File: src/core/sdcps_consts.vh
// Constants for the synchronous DRAM command sequencer on the controller side.
// Assumes inclusion by bare name from every design file of the block.
`ifndef SDCPS_CONSTS_VH
`define SDCPS_CONSTS_VH
// Strobe codes {ras_n, cas_n, we_n} with chip select low.
`define SDCPS_CODE_MODESET    3'h0
`define SDCPS_CODE_REFRESH    3'h1
`define SDCPS_CODE_PRECHARGE  3'h2
`define SDCPS_CODE_ACTIVATE   3'h3
`define SDCPS_CODE_WRITE      3'h4
`define SDCPS_CODE_READ       3'h5
`define SDCPS_CODE_CALIB      3'h6
`define SDCPS_CODE_NOP        3'h7
// Request opcodes on the user port.
`define SDCPS_OP_MODESET      4'h0
`define SDCPS_OP_REFRESH      4'h1
`define SDCPS_OP_PRECHARGE    4'h2
`define SDCPS_OP_ACTIVATE     4'h3
`define SDCPS_OP_WRITE        4'h4
`define SDCPS_OP_READ         4'h5
`define SDCPS_OP_CALIB        4'h6
`define SDCPS_OP_PD_ENTER     4'h8
`define SDCPS_OP_PD_EXIT      4'h9
`define SDCPS_OP_SR_ENTER     4'hA
`define SDCPS_OP_SR_EXIT      4'hB
// Address bit positions.
`define SDCPS_AUTOCLOSE_BIT   10
`define SDCPS_CHOP_BIT        12
// Delay defaults in clock cycles.
`define SDCPS_MODESET_TO_CMD  4
`define SDCPS_MODESET_TO_OTH  12
`define SDCPS_MIN_PULSE       3
`define SDCPS_SLEEP_EXIT      100
`define SDCPS_SLEEP_EXIT_LOCK 512
`define SDCPS_PD_EXIT         3
`define SDCPS_WRITE_AFTER_SR  512
`define SDCPS_BURST8          4
`define SDCPS_BURST4          2
`define SDCPS_CLOSE_DELAY     6
`endif

File: src/core/sdcps_delay.v
// Down counter giving a done level once a loaded cycle count has run out.
// Assumes loads come from logic on the same clock.
`timescale 1ns/1ps
`include "sdcps_consts.vh"
module sdcps_delay #(
  parameter W = 10
) (
  // Clock and reset
  input  wire         clk_i,
  input  wire         rst_n_i,
  // Load and status
  input  wire         load_i,
  input  wire [W-1:0] count_i,
  output wire         done_o
);
  reg [W-1:0] cnt_r;
  always @(posedge clk_i or negedge rst_n_i) begin
    if (!rst_n_i) begin
      cnt_r <= {W{1'b0}};
    end else if (load_i) begin
      cnt_r <= count_i;
    end else if (cnt_r != {W{1'b0}}) begin
      cnt_r <= cnt_r - {{(W-1){1'b0}}, 1'b1};
    end
  end
  assign done_o = (cnt_r == {W{1'b0}});
endmodule // sdcps_delay

File: src/core/sdcps_ctrl.v
// Controller that drives a synchronous DRAM command and power-state pins.
// Assumes user requests come from logic on CLK_I; the memory samples pins on the rising edge.
`timescale 1ns/1ps
`include "sdcps_consts.vh"
module sdcps_ctrl #(
  parameter AW          = 14,
  parameter BW          = 3,
  parameter NB          = 8,
  parameter T_MRD       = `SDCPS_MODESET_TO_CMD,
  parameter T_MOD       = `SDCPS_MODESET_TO_OTH,
  parameter T_CKE       = `SDCPS_MIN_PULSE,
  parameter T_XS        = `SDCPS_SLEEP_EXIT,
  parameter T_XSDLL     = `SDCPS_SLEEP_EXIT_LOCK,
  parameter T_XP        = `SDCPS_PD_EXIT,
  parameter T_WRSR      = `SDCPS_WRITE_AFTER_SR,
  parameter T_BL8       = `SDCPS_BURST8,
  parameter T_BC4       = `SDCPS_BURST4,
  parameter T_CLOSE     = `SDCPS_CLOSE_DELAY
) (
  // Clock and reset
  input  wire          CLK_I,
  input  wire          RST_N_I,
  // User request port
  input  wire          REQ_VALID_I,
  input  wire [3:0]    REQ_OP_I,
  input  wire [BW-1:0] REQ_BANK_I,
  input  wire [AW-1:0] REQ_ADDR_I,
  input  wire          REQ_TERM_I,
  output reg           REQ_READY_O,
  output reg           REQ_ACCEPT_O,
  output reg           REQ_REFUSE_O,
  // Status
  output reg  [2:0]    STATE_O,
  output reg           IDLE_O,
  // Memory pins
  output reg           MEM_RESET_N_O,
  output reg           MEM_CKE_O,
  output reg           MEM_CS_N_O,
  output reg           MEM_RAS_N_O,
  output reg           MEM_CAS_N_O,
  output reg           MEM_WE_N_O,
  output reg  [BW-1:0] MEM_BA_O,
  output reg  [AW-1:0] MEM_ADDR_O,
  output reg           MEM_TERM_O
);
  localparam ST_IDLE = 3'h0;
  localparam ST_ACT  = 3'h1;
  localparam ST_APD  = 3'h2;
  localparam ST_PPD  = 3'h3;
  localparam ST_SR   = 3'h4;
  localparam ST_PDW  = 3'h5;

  reg [2:0]    state_r;
  reg [NB-1:0] open_r;
  wire d_burst, d_mrd, d_mod, d_cke, d_xs, d_xsdll, d_xp, d_wrsr, d_close;
  reg  l_burst, l_mrd, l_mod, l_cke, l_xs, l_xsdll, l_xp, l_wrsr, l_close;
  reg  [9:0] burst_cnt;

  sdcps_delay #(.W(10)) u_burst (.clk_i(CLK_I), .rst_n_i(RST_N_I), .load_i(l_burst), .count_i(burst_cnt), .done_o(d_burst));
  sdcps_delay #(.W(10)) u_mrd (.clk_i(CLK_I), .rst_n_i(RST_N_I), .load_i(l_mrd), .count_i(T_MRD[9:0]), .done_o(d_mrd));
  sdcps_delay #(.W(10)) u_mod (.clk_i(CLK_I), .rst_n_i(RST_N_I), .load_i(l_mod), .count_i(T_MOD[9:0]), .done_o(d_mod));
  sdcps_delay #(.W(10)) u_cke (.clk_i(CLK_I), .rst_n_i(RST_N_I), .load_i(l_cke), .count_i(T_CKE[9:0]), .done_o(d_cke));
  sdcps_delay #(.W(10)) u_xs (.clk_i(CLK_I), .rst_n_i(RST_N_I), .load_i(l_xs), .count_i(T_XS[9:0]), .done_o(d_xs));
  sdcps_delay #(.W(10)) u_xsdll (.clk_i(CLK_I), .rst_n_i(RST_N_I), .load_i(l_xsdll), .count_i(T_XSDLL[9:0]),
                                 .done_o(d_xsdll));
  sdcps_delay #(.W(10)) u_xp (.clk_i(CLK_I), .rst_n_i(RST_N_I), .load_i(l_xp), .count_i(T_XP[9:0]), .done_o(d_xp));
  sdcps_delay #(.W(10)) u_wrsr (.clk_i(CLK_I), .rst_n_i(RST_N_I), .load_i(l_wrsr), .count_i(T_WRSR[9:0]),
                                .done_o(d_wrsr));
  sdcps_delay #(.W(10)) u_close (.clk_i(CLK_I), .rst_n_i(RST_N_I), .load_i(l_close), .count_i(T_CLOSE[9:0]),
                                 .done_o(d_close));

  wire all_closed = (open_r == {NB{1'b0}});
  wire timers_ok  = d_burst & d_mrd & d_mod & d_xs & d_xp & d_close;
  wire bank_open  = open_r[REQ_BANK_I];
  wire is_pd      = (state_r == ST_APD) | (state_r == ST_PPD) | (state_r == ST_SR);

  reg          ok;
  reg [2:0]    code;
  reg [2:0]    state_nxt;
  reg [NB-1:0] open_nxt;
  reg          cke_nxt;

  always @* begin
    ok = 1'b0;
    code = `SDCPS_CODE_NOP;
    state_nxt = state_r;
    open_nxt = open_r;
    cke_nxt = MEM_CKE_O;
    l_burst = 1'b0; l_mrd = 1'b0; l_mod = 1'b0; l_cke = 1'b0; l_xs = 1'b0;
    l_xsdll = 1'b0; l_xp = 1'b0; l_wrsr = 1'b0; l_close = 1'b0;
    burst_cnt = REQ_ADDR_I[`SDCPS_CHOP_BIT] ? T_BL8[9:0] : T_BC4[9:0];
    if (state_r == ST_PDW) begin
      if (d_burst & d_close & d_cke) begin
        cke_nxt = 1'b0;
        l_cke = 1'b1;
        state_nxt = all_closed ? ST_PPD : ST_APD;
      end
    end else if (REQ_VALID_I) begin
      case (REQ_OP_I)
        `SDCPS_OP_MODESET: begin
          ok = (state_r == ST_IDLE) & all_closed & timers_ok;
          code = `SDCPS_CODE_MODESET;
          l_mrd = ok; l_mod = ok;
        end
        `SDCPS_OP_REFRESH: begin
          ok = (state_r == ST_IDLE) & all_closed & timers_ok;
          code = `SDCPS_CODE_REFRESH;
          l_close = ok;
        end
        `SDCPS_OP_PRECHARGE: begin
          ok = ~is_pd & d_burst & d_mrd;
          code = `SDCPS_CODE_PRECHARGE;
          l_close = ok;
          if (ok) begin
            if (REQ_ADDR_I[`SDCPS_AUTOCLOSE_BIT]) open_nxt = {NB{1'b0}};
            else open_nxt[REQ_BANK_I] = 1'b0;
          end
        end
        `SDCPS_OP_ACTIVATE: begin
          ok = ~is_pd & ~bank_open & timers_ok;
          code = `SDCPS_CODE_ACTIVATE;
          if (ok) open_nxt[REQ_BANK_I] = 1'b1;
        end
        `SDCPS_OP_WRITE, `SDCPS_OP_READ: begin
          ok = ~is_pd & bank_open & d_burst & d_mrd & d_xp
               & ((REQ_OP_I == `SDCPS_OP_WRITE) ? d_wrsr : d_xsdll);
          code = (REQ_OP_I == `SDCPS_OP_WRITE) ? `SDCPS_CODE_WRITE : `SDCPS_CODE_READ;
          l_burst = ok;
          if (ok & REQ_ADDR_I[`SDCPS_AUTOCLOSE_BIT]) begin
            open_nxt[REQ_BANK_I] = 1'b0;
            l_close = 1'b1;
          end
        end
        `SDCPS_OP_CALIB: begin
          ok = (state_r == ST_IDLE) & all_closed & timers_ok;
          code = `SDCPS_CODE_CALIB;
          l_close = ok;
        end
        `SDCPS_OP_PD_ENTER: begin
          ok = ((state_r == ST_IDLE) | (state_r == ST_ACT)) & d_mrd & d_mod & d_cke;
          if (ok) state_nxt = ST_PDW;
        end
        `SDCPS_OP_SR_ENTER: begin
          ok = (state_r == ST_IDLE) & all_closed & timers_ok & d_cke;
          code = `SDCPS_CODE_REFRESH;
          if (ok) begin
            cke_nxt = 1'b0;
            l_cke = 1'b1;
            state_nxt = ST_SR;
          end
        end
        `SDCPS_OP_PD_EXIT, `SDCPS_OP_SR_EXIT: begin
          ok = d_cke & (((REQ_OP_I == `SDCPS_OP_SR_EXIT) & (state_r == ST_SR)) |
                        ((REQ_OP_I == `SDCPS_OP_PD_EXIT) & ((state_r == ST_APD) | (state_r == ST_PPD))));
          if (ok) begin
            cke_nxt = 1'b1;
            l_cke = 1'b1;
            l_xp = (REQ_OP_I == `SDCPS_OP_PD_EXIT);
            l_xs = (REQ_OP_I == `SDCPS_OP_SR_EXIT);
            l_xsdll = l_xs;
            l_wrsr = l_xs;
            state_nxt = (state_r == ST_APD) ? ST_ACT : ST_IDLE;
          end
        end
        default: ok = 1'b0;
      endcase
      if (!ok) code = `SDCPS_CODE_NOP;
    end
    if ((state_nxt == ST_IDLE) | (state_nxt == ST_ACT)) begin
      state_nxt = (open_nxt == {NB{1'b0}}) ? ST_IDLE : ST_ACT;
    end
  end

  always @(posedge CLK_I or negedge RST_N_I) begin
    if (!RST_N_I) begin
      state_r       <= ST_IDLE;
      open_r        <= {NB{1'b0}};
      REQ_READY_O   <= 1'b0;
      REQ_ACCEPT_O  <= 1'b0;
      REQ_REFUSE_O  <= 1'b0;
      STATE_O       <= ST_IDLE;
      IDLE_O        <= 1'b0;
      MEM_RESET_N_O <= 1'b0;
      MEM_CKE_O     <= 1'b1;
      MEM_CS_N_O    <= 1'b1;
      MEM_RAS_N_O   <= 1'b1;
      MEM_CAS_N_O   <= 1'b1;
      MEM_WE_N_O    <= 1'b1;
      MEM_BA_O      <= {BW{1'b0}};
      MEM_ADDR_O    <= {AW{1'b0}};
      MEM_TERM_O    <= 1'b0;
    end else begin
      state_r       <= state_nxt;
      open_r        <= open_nxt;
      REQ_READY_O   <= (state_nxt != ST_PDW);
      REQ_ACCEPT_O  <= REQ_VALID_I & ok;
      REQ_REFUSE_O  <= REQ_VALID_I & ~ok & (state_r != ST_PDW);
      STATE_O       <= state_nxt;
      IDLE_O        <= (state_nxt == ST_IDLE) & cke_nxt & timers_ok
                       & ~(l_burst | l_mrd | l_mod | l_xs | l_xp | l_close);
      MEM_RESET_N_O <= 1'b1;
      MEM_CKE_O     <= cke_nxt;
      MEM_CS_N_O    <= (code == `SDCPS_CODE_NOP);
      {MEM_RAS_N_O, MEM_CAS_N_O, MEM_WE_N_O} <= code;
      MEM_BA_O      <= (code == `SDCPS_CODE_NOP) ? {BW{1'b0}} : REQ_BANK_I;
      MEM_ADDR_O    <= (code == `SDCPS_CODE_NOP) ? {AW{1'b0}} : REQ_ADDR_I;
      MEM_TERM_O    <= REQ_TERM_I & (state_nxt != ST_SR) & d_xsdll & ~l_xsdll;
    end
  end
endmodule // sdcps_ctrl

File: config.mk
export PLATFORM = sky130hd
export DESIGN_NAME = sdcps_ctrl
export DESIGN_NICKNAME = d
export VERILOG_FILES = /design/src/core/sdcps_delay.v /design/src/core/sdcps_ctrl.v
export VERILOG_INCLUDE_DIRS = /design/src /design/src/core
export SDC_FILE = /design/constraint.sdc
export NUM_CORES = 1
export LEC_CHECK = 0
export ABC_AREA = 0
export BUFFER_PORTS_ARGS = -buffer_cell sky130_fd_sc_hd__buf_4
export CAP_MARGIN = 20
export CORE_MARGIN = 5
export CORE_UTILIZATION = 25
export DETAILED_ROUTE_END_ITERATION = 10
export GPL_TIMING_DRIVEN = 0
export RECOVER_POWER = 100
export SYNTH_ARGS = -nofsm -noshare
export SYNTH_HDL_FRONTEND = slang
export SYNTH_HIERARCHICAL = 1
export SYNTH_SLANG_ARGS = --single-unit
File: constraint.sdc
create_clock -name CLK_I -period 2.9 [get_ports CLK_I]
set_input_delay 0.725 -clock CLK_I [delete_from_list [all_inputs] [get_ports CLK_I]]
set_output_delay 0.725 -clock CLK_I [all_outputs]
set_load 0.01 [all_outputs]
==> metrics.csv, run 1 <==
stage;metric;value;unit
grt;GRT Total Usage;10.8;%
floorplan;Die Y;187;um
clocking;root buffer cell;clkbuf_16;
clocking;H-tree depth;4;
logic_synthesis;commonest cells in the netlist;dfrtp_1, nor2_1, nand2_1, a21oi_1, inv_1;
route;vias per inst;4.50;
outcome;failing checks;capacitance limit, slew limit, setup timing;
clocking;clock tree from TritonCTS;done;
clocking;clock tree buffer depth;2;
route;Routed Antenna Nets;0;
power_and_ir_drop;Leakage;4.42;nW
floorplan;Die Wd;187;um
place;port bufs;52;
floorplan;starting density of the core;25.5;%
clocking;total CTS buffers;17;
finish;Largest register FFs;14;
worst_setup_path;Worst Path Arrival;3260;ps
place;placed cell area;0.00907;sq mm
logic_synthesis;Post-Syn Instances;871;
logic_synthesis;flops & latches, synth;129;
floorplan;num rows;64;
route;drt initial violations;440;
finish;fin area;0.0105;sq mm
floorplan;core area;0.0307;sq mm
power_and_ir_drop;peak supply drop;330;uV
sta;RSZ-0062 raised after global routing;yes;
logic_synthesis;area leader, netlist;dfrtp_1;
sta;Final Hold Fails;0;
logic_synthesis;asr flop ratio synth;100;%
finish;number of diodes;0;
route;vias;6712;
worst_setup_path;WS Path Type;reg2reg;
place;Detailed Place HPWL;13.2;mm
finish;Reg area;0.00324;sq mm
route;DR pass1 iterations;5;
finish;Reg with most FFs;MEM_ADDR_O;
finish;final core occ;34.2;%
logic_synthesis;register area share after synthesis;41.3;%
route;DRC;0;
worst_setup_path;Critical Path Start Type;register;
sta;worst slew pin tran;2080;ps
finish;multi-input logic area;0.00502;sq mm
run;Max-cap violations;1;
logic_synthesis;count leader, synth;dfrtp_1;
logic_synthesis;synth warn;6;
hold_path;Hold WC Path Type;in2reg;
clocking;clk sink count;129;
sta;worst setup margin;-51.2;ps
grt;largest net degree at the start of global routing;95;
power_and_ir_drop;power per cell area;396;mW/mm^2
logic_synthesis;Unique masters post-synth;69;
clocking;Clock Latency Late Sink;430;ps
worst_setup_path;Reg-to-Reg Start;u_cke/cnt_r[4];
finish;area grow syn2layout;34.4;%
worst_setup_path;crit-path max FO;8;
finish;ratio of cells with drive above 1 in the final layout;24.3;%
sta;Final Max Slew Viols;36;
worst_setup_path;Worst EP required;3200;ps
sta;final setup vio count;4;
sta;Worst slew margin;-38.7;%
clocking;Clock Pin Slew Worst Setup and Hold Paths;70;ps
floorplan;DIE AREA;0.0349;sq mm
finish;nets@finish;1116;
sta;Max Clock Skew;16.5;ps
logic_synthesis;Main synth FF type;dfrtp_1;
grt;initial antenna violation count;0;
clocking;CTS Hold Bufs;0;
hold_path;min-delay src;REQ_ADDR_I[0];
logic_synthesis;mapped cell area;0.00783;sq mm
route;Total Wirelength;19.5;mm
route;routed len/inst;13.1;um
outcome;outcome;finished with violations;
sta;fraction of the cycle the final worst path needs;102;%
grt;GRT Residual Overflow;0;
sta;Max Fclk;339;MHz
logic_synthesis;area share of the largest cell type after synthesis;39.6;%
finish;FILL cells;3142;
sta;post-layout min period;2950;ps
floorplan;Ports;56;
logic_synthesis;Post-synth EDFFs;0;
grt;global-route wire length before repair;31.9;mm
worst_setup_path;Worst setup EP type;register;
grt;vias in the first global route;6601;
place;Final GP Congestion;0.865;
worst_setup_path;Crit. Startpoint;u_cke/cnt_r[4];
logic_synthesis;synthesized area per cell;8.99;sq um
logic_synthesis;Synth area leaders;dfrtp_1, nor2_1, nand2_1, mux2i_1, xnor2_1;
-- logic make-up (layout without fill, tap and decap cells) --
| group | after synthesis | after routing | synth area share [%] |
|---|---|---|---|
| simple gates | 393 | 393 | 27.4 |
| compound gates | 160 | 160 | 13.3 |
| flops | 129 | 129 | 41.3 |
| buf+inv | 80 | 217 | 4.46 |
| xor+xnor | 54 | 54 | 6.04 |
| mux | 44 | 44 | 5.93 |
| fa+ha+maj | 9 | 9 | 1.44 |
| other cells | 2 | 89 | 0.0960 |
-- worst paths after layout --
check,depth (start not counted),slack [ps],end
worst max-delay path,10,-50,state_r[0]
worst max register to register,10,-50,state_r[0]
min in group asynchronous,1,890,u_close/cnt_r[2]
max in group asynchronous,2,470,u_burst/cnt_r[4]
worst min-delay path,2,530,MEM_ADDR_O[0]
worst min register to register,2,580,open_r[6]
-- where the power goes --
| part | internal, mW | switching [mW] | total (mW) |
|---|---|---|---|
| sequential | 1.80 | 0.000301 | 1.80 |
| combinational | 0.0472 | 0.124 | 0.171 |
| clock | 1.30 | 0.899 | 2.19 |
-- metrics by stage --
step	std cells	hold slack (ps)	setup WS, ps	power, mW	setup TNS (ps)
2_1_floorplan	958	429	8.06	1.91	0
3_3_place_gp	1406	572	-743	2.00	-28880
3_5_place_dp	1407	566	-820	2.00	-33070
4_1_cts	1461	199	-25.7	4.22	-58.7
5_1_grt	1491	508	-205	4.33	-9350
6_report	1491	526	-51.2	4.17	-100
-- placed cells by master, fill, tap and decap left out, types with 5 or more instances in the layout --
| cell | Yosys | final |
|---|---|---|
| a211oi_1 | 26 | 18 |
| a211oi_2 | 0 | 6 |
| a21oi_1 | 45 | 39 |
| a21oi_2 | 0 | 6 |
| and3_1 | 26 | 24 |
| buf_4 | 1 | 74 |
| buf_6 | 5 | 8 |
| buf_8 | 0 | 5 |
| clkbuf_1 | 27 | 48 |
| clkbuf_16 | 0 | 17 |
| clkinvlp_4 | 0 | 6 |
| conb_1 | 2 | 89 |
| dfrtp_1 | 124 | 121 |
| ha_4 | 0 | 5 |
| inv_1 | 41 | 26 |
| inv_2 | 0 | 9 |
| inv_6 | 0 | 5 |
| mux2_2 | 7 | 7 |
| mux2i_1 | 34 | 34 |
| nand2_1 | 96 | 95 |
| nand2b_1 | 15 | 14 |
| nand3_1 | 16 | 10 |
| nand3_2 | 0 | 5 |
| nor2_1 | 116 | 105 |
| nor2_4 | 0 | 7 |
| nor2b_1 | 27 | 22 |
| nor3_1 | 21 | 16 |
| nor3_2 | 0 | 5 |
| nor3b_2 | 6 | 7 |
| nor4_1 | 14 | 10 |
| nor4_4 | 9 | 10 |
| o21ai_0 | 35 | 31 |
| o21ai_2 | 6 | 7 |
| o31ai_1 | 16 | 15 |
| or2_2 | 7 | 6 |
| xnor2_1 | 28 | 28 |
| xor2_1 | 26 | 26 |
-- layout make-up --
class	instances	area share, %
inverter	41	1.65
timing repair buffer	111	7.34
clock inverter	14	1.61
timing repair inverter	1	0.0714
clock buffer	18	4.08
tap	396	4.71
multi-input combinational	749	47.8
buffer	32	2.01
sequential	129	30.8
-- what timing repair did --
item | 4_1_cts | 5_1_grt
setup endpoints to repair | 104 | 73
cloned | 1 | 2
resized for setup | 71 | 92
pin swaps | 26 | 19
buffers inserted | 26 | 30
-- critical path, stage by stage, from the launching register on --
cell and delay (ps):
dfrtp_1 440, nor4_4 390, nand3_2 200, inv_2 200, inv_1 80, o311ai_0 390, a41oi_1 240, a21oi_2 280
o211ai_2 120, a21o_1 210, o32a_1 290
-- layer usage --
layer,GRT usage [%],routed length [um],vias to the layer above
met5,0,0,-
met1,13.9,9050,3169
li1,-,-,3364
met4,3.64,335,0
met2,17.8,9260,151
met3,2.46,809,28
No activity file was read; power rests on OpenSTA's default activity.
==> run 2: changes to the inputs <==
--- a/config.mk
+++ b/config.mk
@@ -11,6 +11,7 @@
 export CAP_MARGIN = 20
 export CORE_MARGIN = 5
 export CORE_UTILIZATION = 25
+export CTS_BUF_LIST = sky130_fd_sc_hd__clkbuf_8 sky130_fd_sc_hd__clkbuf_16
 export DETAILED_ROUTE_END_ITERATION = 10
 export GPL_TIMING_DRIVEN = 0
 export RECOVER_POWER = 100
==> metrics.csv, run 2 (synthesis results as in run 1) <==
stage;metric;value;unit;change
floorplan;num rows;64;;unchanged
finish;ratio of cells with drive above 1 in the final layout;24.3;%;unchanged
clocking;clk sink count;129;;unchanged
run;Max-cap violations;1;;unchanged
grt;initial antenna violation count;0;;unchanged
finish;commonest non-fill, non-tap cell in the layout;dfrtp_1;;
grt;routing usage on met1;13.9;%;unchanged
finish;area grow syn2layout;34.4;%;unchanged
grt;gr busiest metal;met2;;
floorplan;starting density of the core;25.5;%;unchanged
worst_setup_path;Cell Chain, Critical Path;nor4_4 > nand3_2 > inv_2 > inv_1 > o311ai_0 > a41oi_1 > a21oi_2 > o211ai_2 > a21o_1 > o32a_1;;
sta;worst setup margin;-50.9;ps;+0.324 ps
worst_setup_path;R2R cell count;10;;unchanged
clocking;H-tree depth;4;;unchanged
sta;Max Clock Skew;16.7;ps;+0.262 ps
finish;nets@finish;1116;;unchanged
route;Routed Antenna Nets;0;;unchanged
worst_setup_path;Worst Path Arrival;3260;ps;about the same
power_and_ir_drop;sw power;1.02;mW;about the same
outcome;outcome;finished with violations;;
place;Detailed Place HPWL;13.2;mm;unchanged
finish;Reg with most FFs;MEM_ADDR_O;;
finish;most frequent cells in the layout;dfrtp_1, nor2_1, nand2_1, conb_1, buf_4;;
clocking;clock tree from TritonCTS;done;;
clocking;total CTS buffers;17;;unchanged
grt;GRT Residual Overflow;0;;unchanged
worst_setup_path;Worst path slowest cell;dfrtp_1;;
route;vias per inst;4.50;;unchanged
power_and_ir_drop;power per cell area;396;mW/mm^2;about the same
hold_path;Hold Path Depth;2;;unchanged
floorplan;Die Wd;187;um;unchanged
power_and_ir_drop;Leakage;4.43;nW;about the same
sta;final setup vio count;4;;unchanged
finish;Reg area;0.00324;sq mm;unchanged
outcome;failing checks;capacitance limit, slew limit, setup timing;;
sta;Max Fclk;339;MHz;about the same
worst_setup_path;Critical Path Start Type;register;;
power_and_ir_drop;combinational fraction of design power;4.1;%;about the same
place;Placed Cells;1407;;unchanged
route;vias;6712;;unchanged
power_and_ir_drop;peak supply drop;330;uV;about the same
floorplan;Ports;56;;unchanged
power_and_ir_drop;Clk pwr share;52.6;%;about the same
sta;Worst slew margin;-38.7;%;unchanged
sta;post-layout min period;2950;ps;-0.324 ps
finish;multi-input logic area;0.00502;sq mm;unchanged
floorplan;core area;0.0307;sq mm;unchanged
power_and_ir_drop;sw frac;24.6;%;+0.027 points
finish;FILL cells;3142;;unchanged
grt;global-route wire length before repair;31.9;mm;unchanged
grt;M3 GR Usage;2.46;%;unchanged
sta;Final Hold Fails;0;;unchanged
hold_path;min-delay src;REQ_ADDR_I[0];;
worst_setup_path;R2R Setup Slk;-50;ps;about the same
worst_setup_path;WS Path Type;reg2reg;;
clocking;clock tree buffer depth;2;;unchanged
grt;vias in the first global route;6601;;unchanged
clocking;Clock Latency Late Sink;430;ps;about the same
floorplan;DIE AREA;0.0349;sq mm;unchanged
power_and_ir_drop;Power Total;4.16;mW;about the same
power_and_ir_drop;Pint;3.14;mW;-0.11%
worst_setup_path;Crit path largest cell delay;440;ps;about the same
clocking;Clock Pin Slew Worst Setup and Hold Paths;70;ps;about the same
floorplan;Die Y;187;um;unchanged
route;DRC;0;;unchanged
grt;GR Layer Usage met2;17.8;%;unchanged
finish;number of diodes;0;;unchanged
route;DR pass1 iterations;7;;+2
finish;fin cells;1491;;unchanged
hold_path;Hold WC Path Type;in2reg;;
sta;worst slew pin tran;2080;ps;unchanged
clocking;CTS Hold Bufs;0;;unchanged
worst_setup_path;Reg-to-Reg End;state_r[0];;
worst_setup_path;crit-path max FO;8;;unchanged
worst_setup_path;Worst setup EP type;register;;
place;Final GP Congestion;0.865;;unchanged
grt;GRT Total Usage;10.8;%;unchanged
place;port bufs;52;;unchanged
sta;fraction of the cycle the final worst path needs;102;%;about the same
grt;largest net degree at the start of global routing;95;;unchanged
route;routed len/inst;13.1;um;about the same
sta;RSZ-0062 raised after global routing;yes;;
route;Total Wirelength;19.5;mm;about the same
worst_setup_path;Reg-to-Reg Start;u_cke/cnt_r[4];;
power_and_ir_drop;Seq pwr share;43.3;%;about the same
finish;Largest register FFs;14;;unchanged
clocking;root buffer cell;clkbuf_16;;
worst_setup_path;Worst EP required;3210;ps;about the same
route;drt initial violations;440;;unchanged
hold_path;Hold Path End;MEM_ADDR_O[0];;
sta;Final Max Slew Viols;36;;unchanged
## run 2: cell types whose count changed in the layout (fill, tap and decap cells not counted), sizes merged
| cell | previous run | this run |
|---|---|---|
| clkbuf | 68 | 67 |
| inv | 46 | 47 |
## run 2: worst max path at each step
| stage | start | end | slack, ps | cells after the start |
|---|---|---|---|---|
| floorplan | u_xp/cnt_r[0] | state_r[0] | 8 | 13 |
| global placement | u_mrd/cnt_r[3] | u_close/cnt_r[5] | -740 | 13 |
| detailed placement | u_mrd/cnt_r[3] | u_close/cnt_r[7] | -820 | 12 |
| CTS | u_mrd/cnt_r[4] | u_close/cnt_r[7] | -30 | 12 |
| global route | u_cke/cnt_r[0] | state_r[0] | -200 | 12 |
| finish | u_cke/cnt_r[4] | state_r[0] | -50 | 10 |
## run 2: power by group through the flow
stage	Sequential, mW	Combinational [mW]	Clock (mW)
after floorplan	1.84	0.0749	0
after global placement	1.83	0.164	0
after detailed placement	1.83	0.169	0
after CTS	1.80	0.173	2.24
after global routing	1.80	0.197	2.33
final	1.80	0.171	2.19
## run 2: area by class of cell
class	count	share of cell area, %
Inverter	41	1.65
Timing Repair Buffer	111	7.34
Timing Repair inverter	1	0.0714
Clock inverter	15	1.64
Buffer	32	2.01
Sequential cell	129	30.8
Tap cell	396	4.71
Multi-Input combinational cell	749	47.8
Clock buffer	17	4.04
## run 2: metal layers
metal | vias up | part of all wire [%]
li1 | 3364 | -
met1 | 3169 | 46
met2 | 152 | 48
met3 | 27 | 4.2
met4 | 0 | 1.6
met5 | - | 0
## run 2: metrics by stage
step / instance area, sq um / worst slack (ps) / hold slack, ps / setup TNS (ps) / utilization [%]
final: 10500 / -50.9 / 526 / -99.9 / 34.2
after floorplan: 8150 / 8.06 / 429 / 0 / -
after detailed placement: 9070 / -820 / 566 / -33070 / 29.5
after CTS: 10100 / -25.7 / 199 / -58.7 / 32.8
after global placement: 9040 / -743 / 572 / -28880 / 29.4
after global routing: 10500 / -205 / 508 / -9350 / 34.2
## run 2: repair_timing
item | CTS | global route
gates resized for setup | 71 | 92
gates cloned | 1 | 2
pin swaps | 26 | 19
endpoints found under the setup margin | 104 | 73
setup buffers | 26 | 30
## run 2: worst max-delay path, delay by kind of cell, from the launching register on
kind,cells,cell delay (ps)
flops,1,440
compound gates,6,1530
buf+inv,2,280
simple gates,2,590
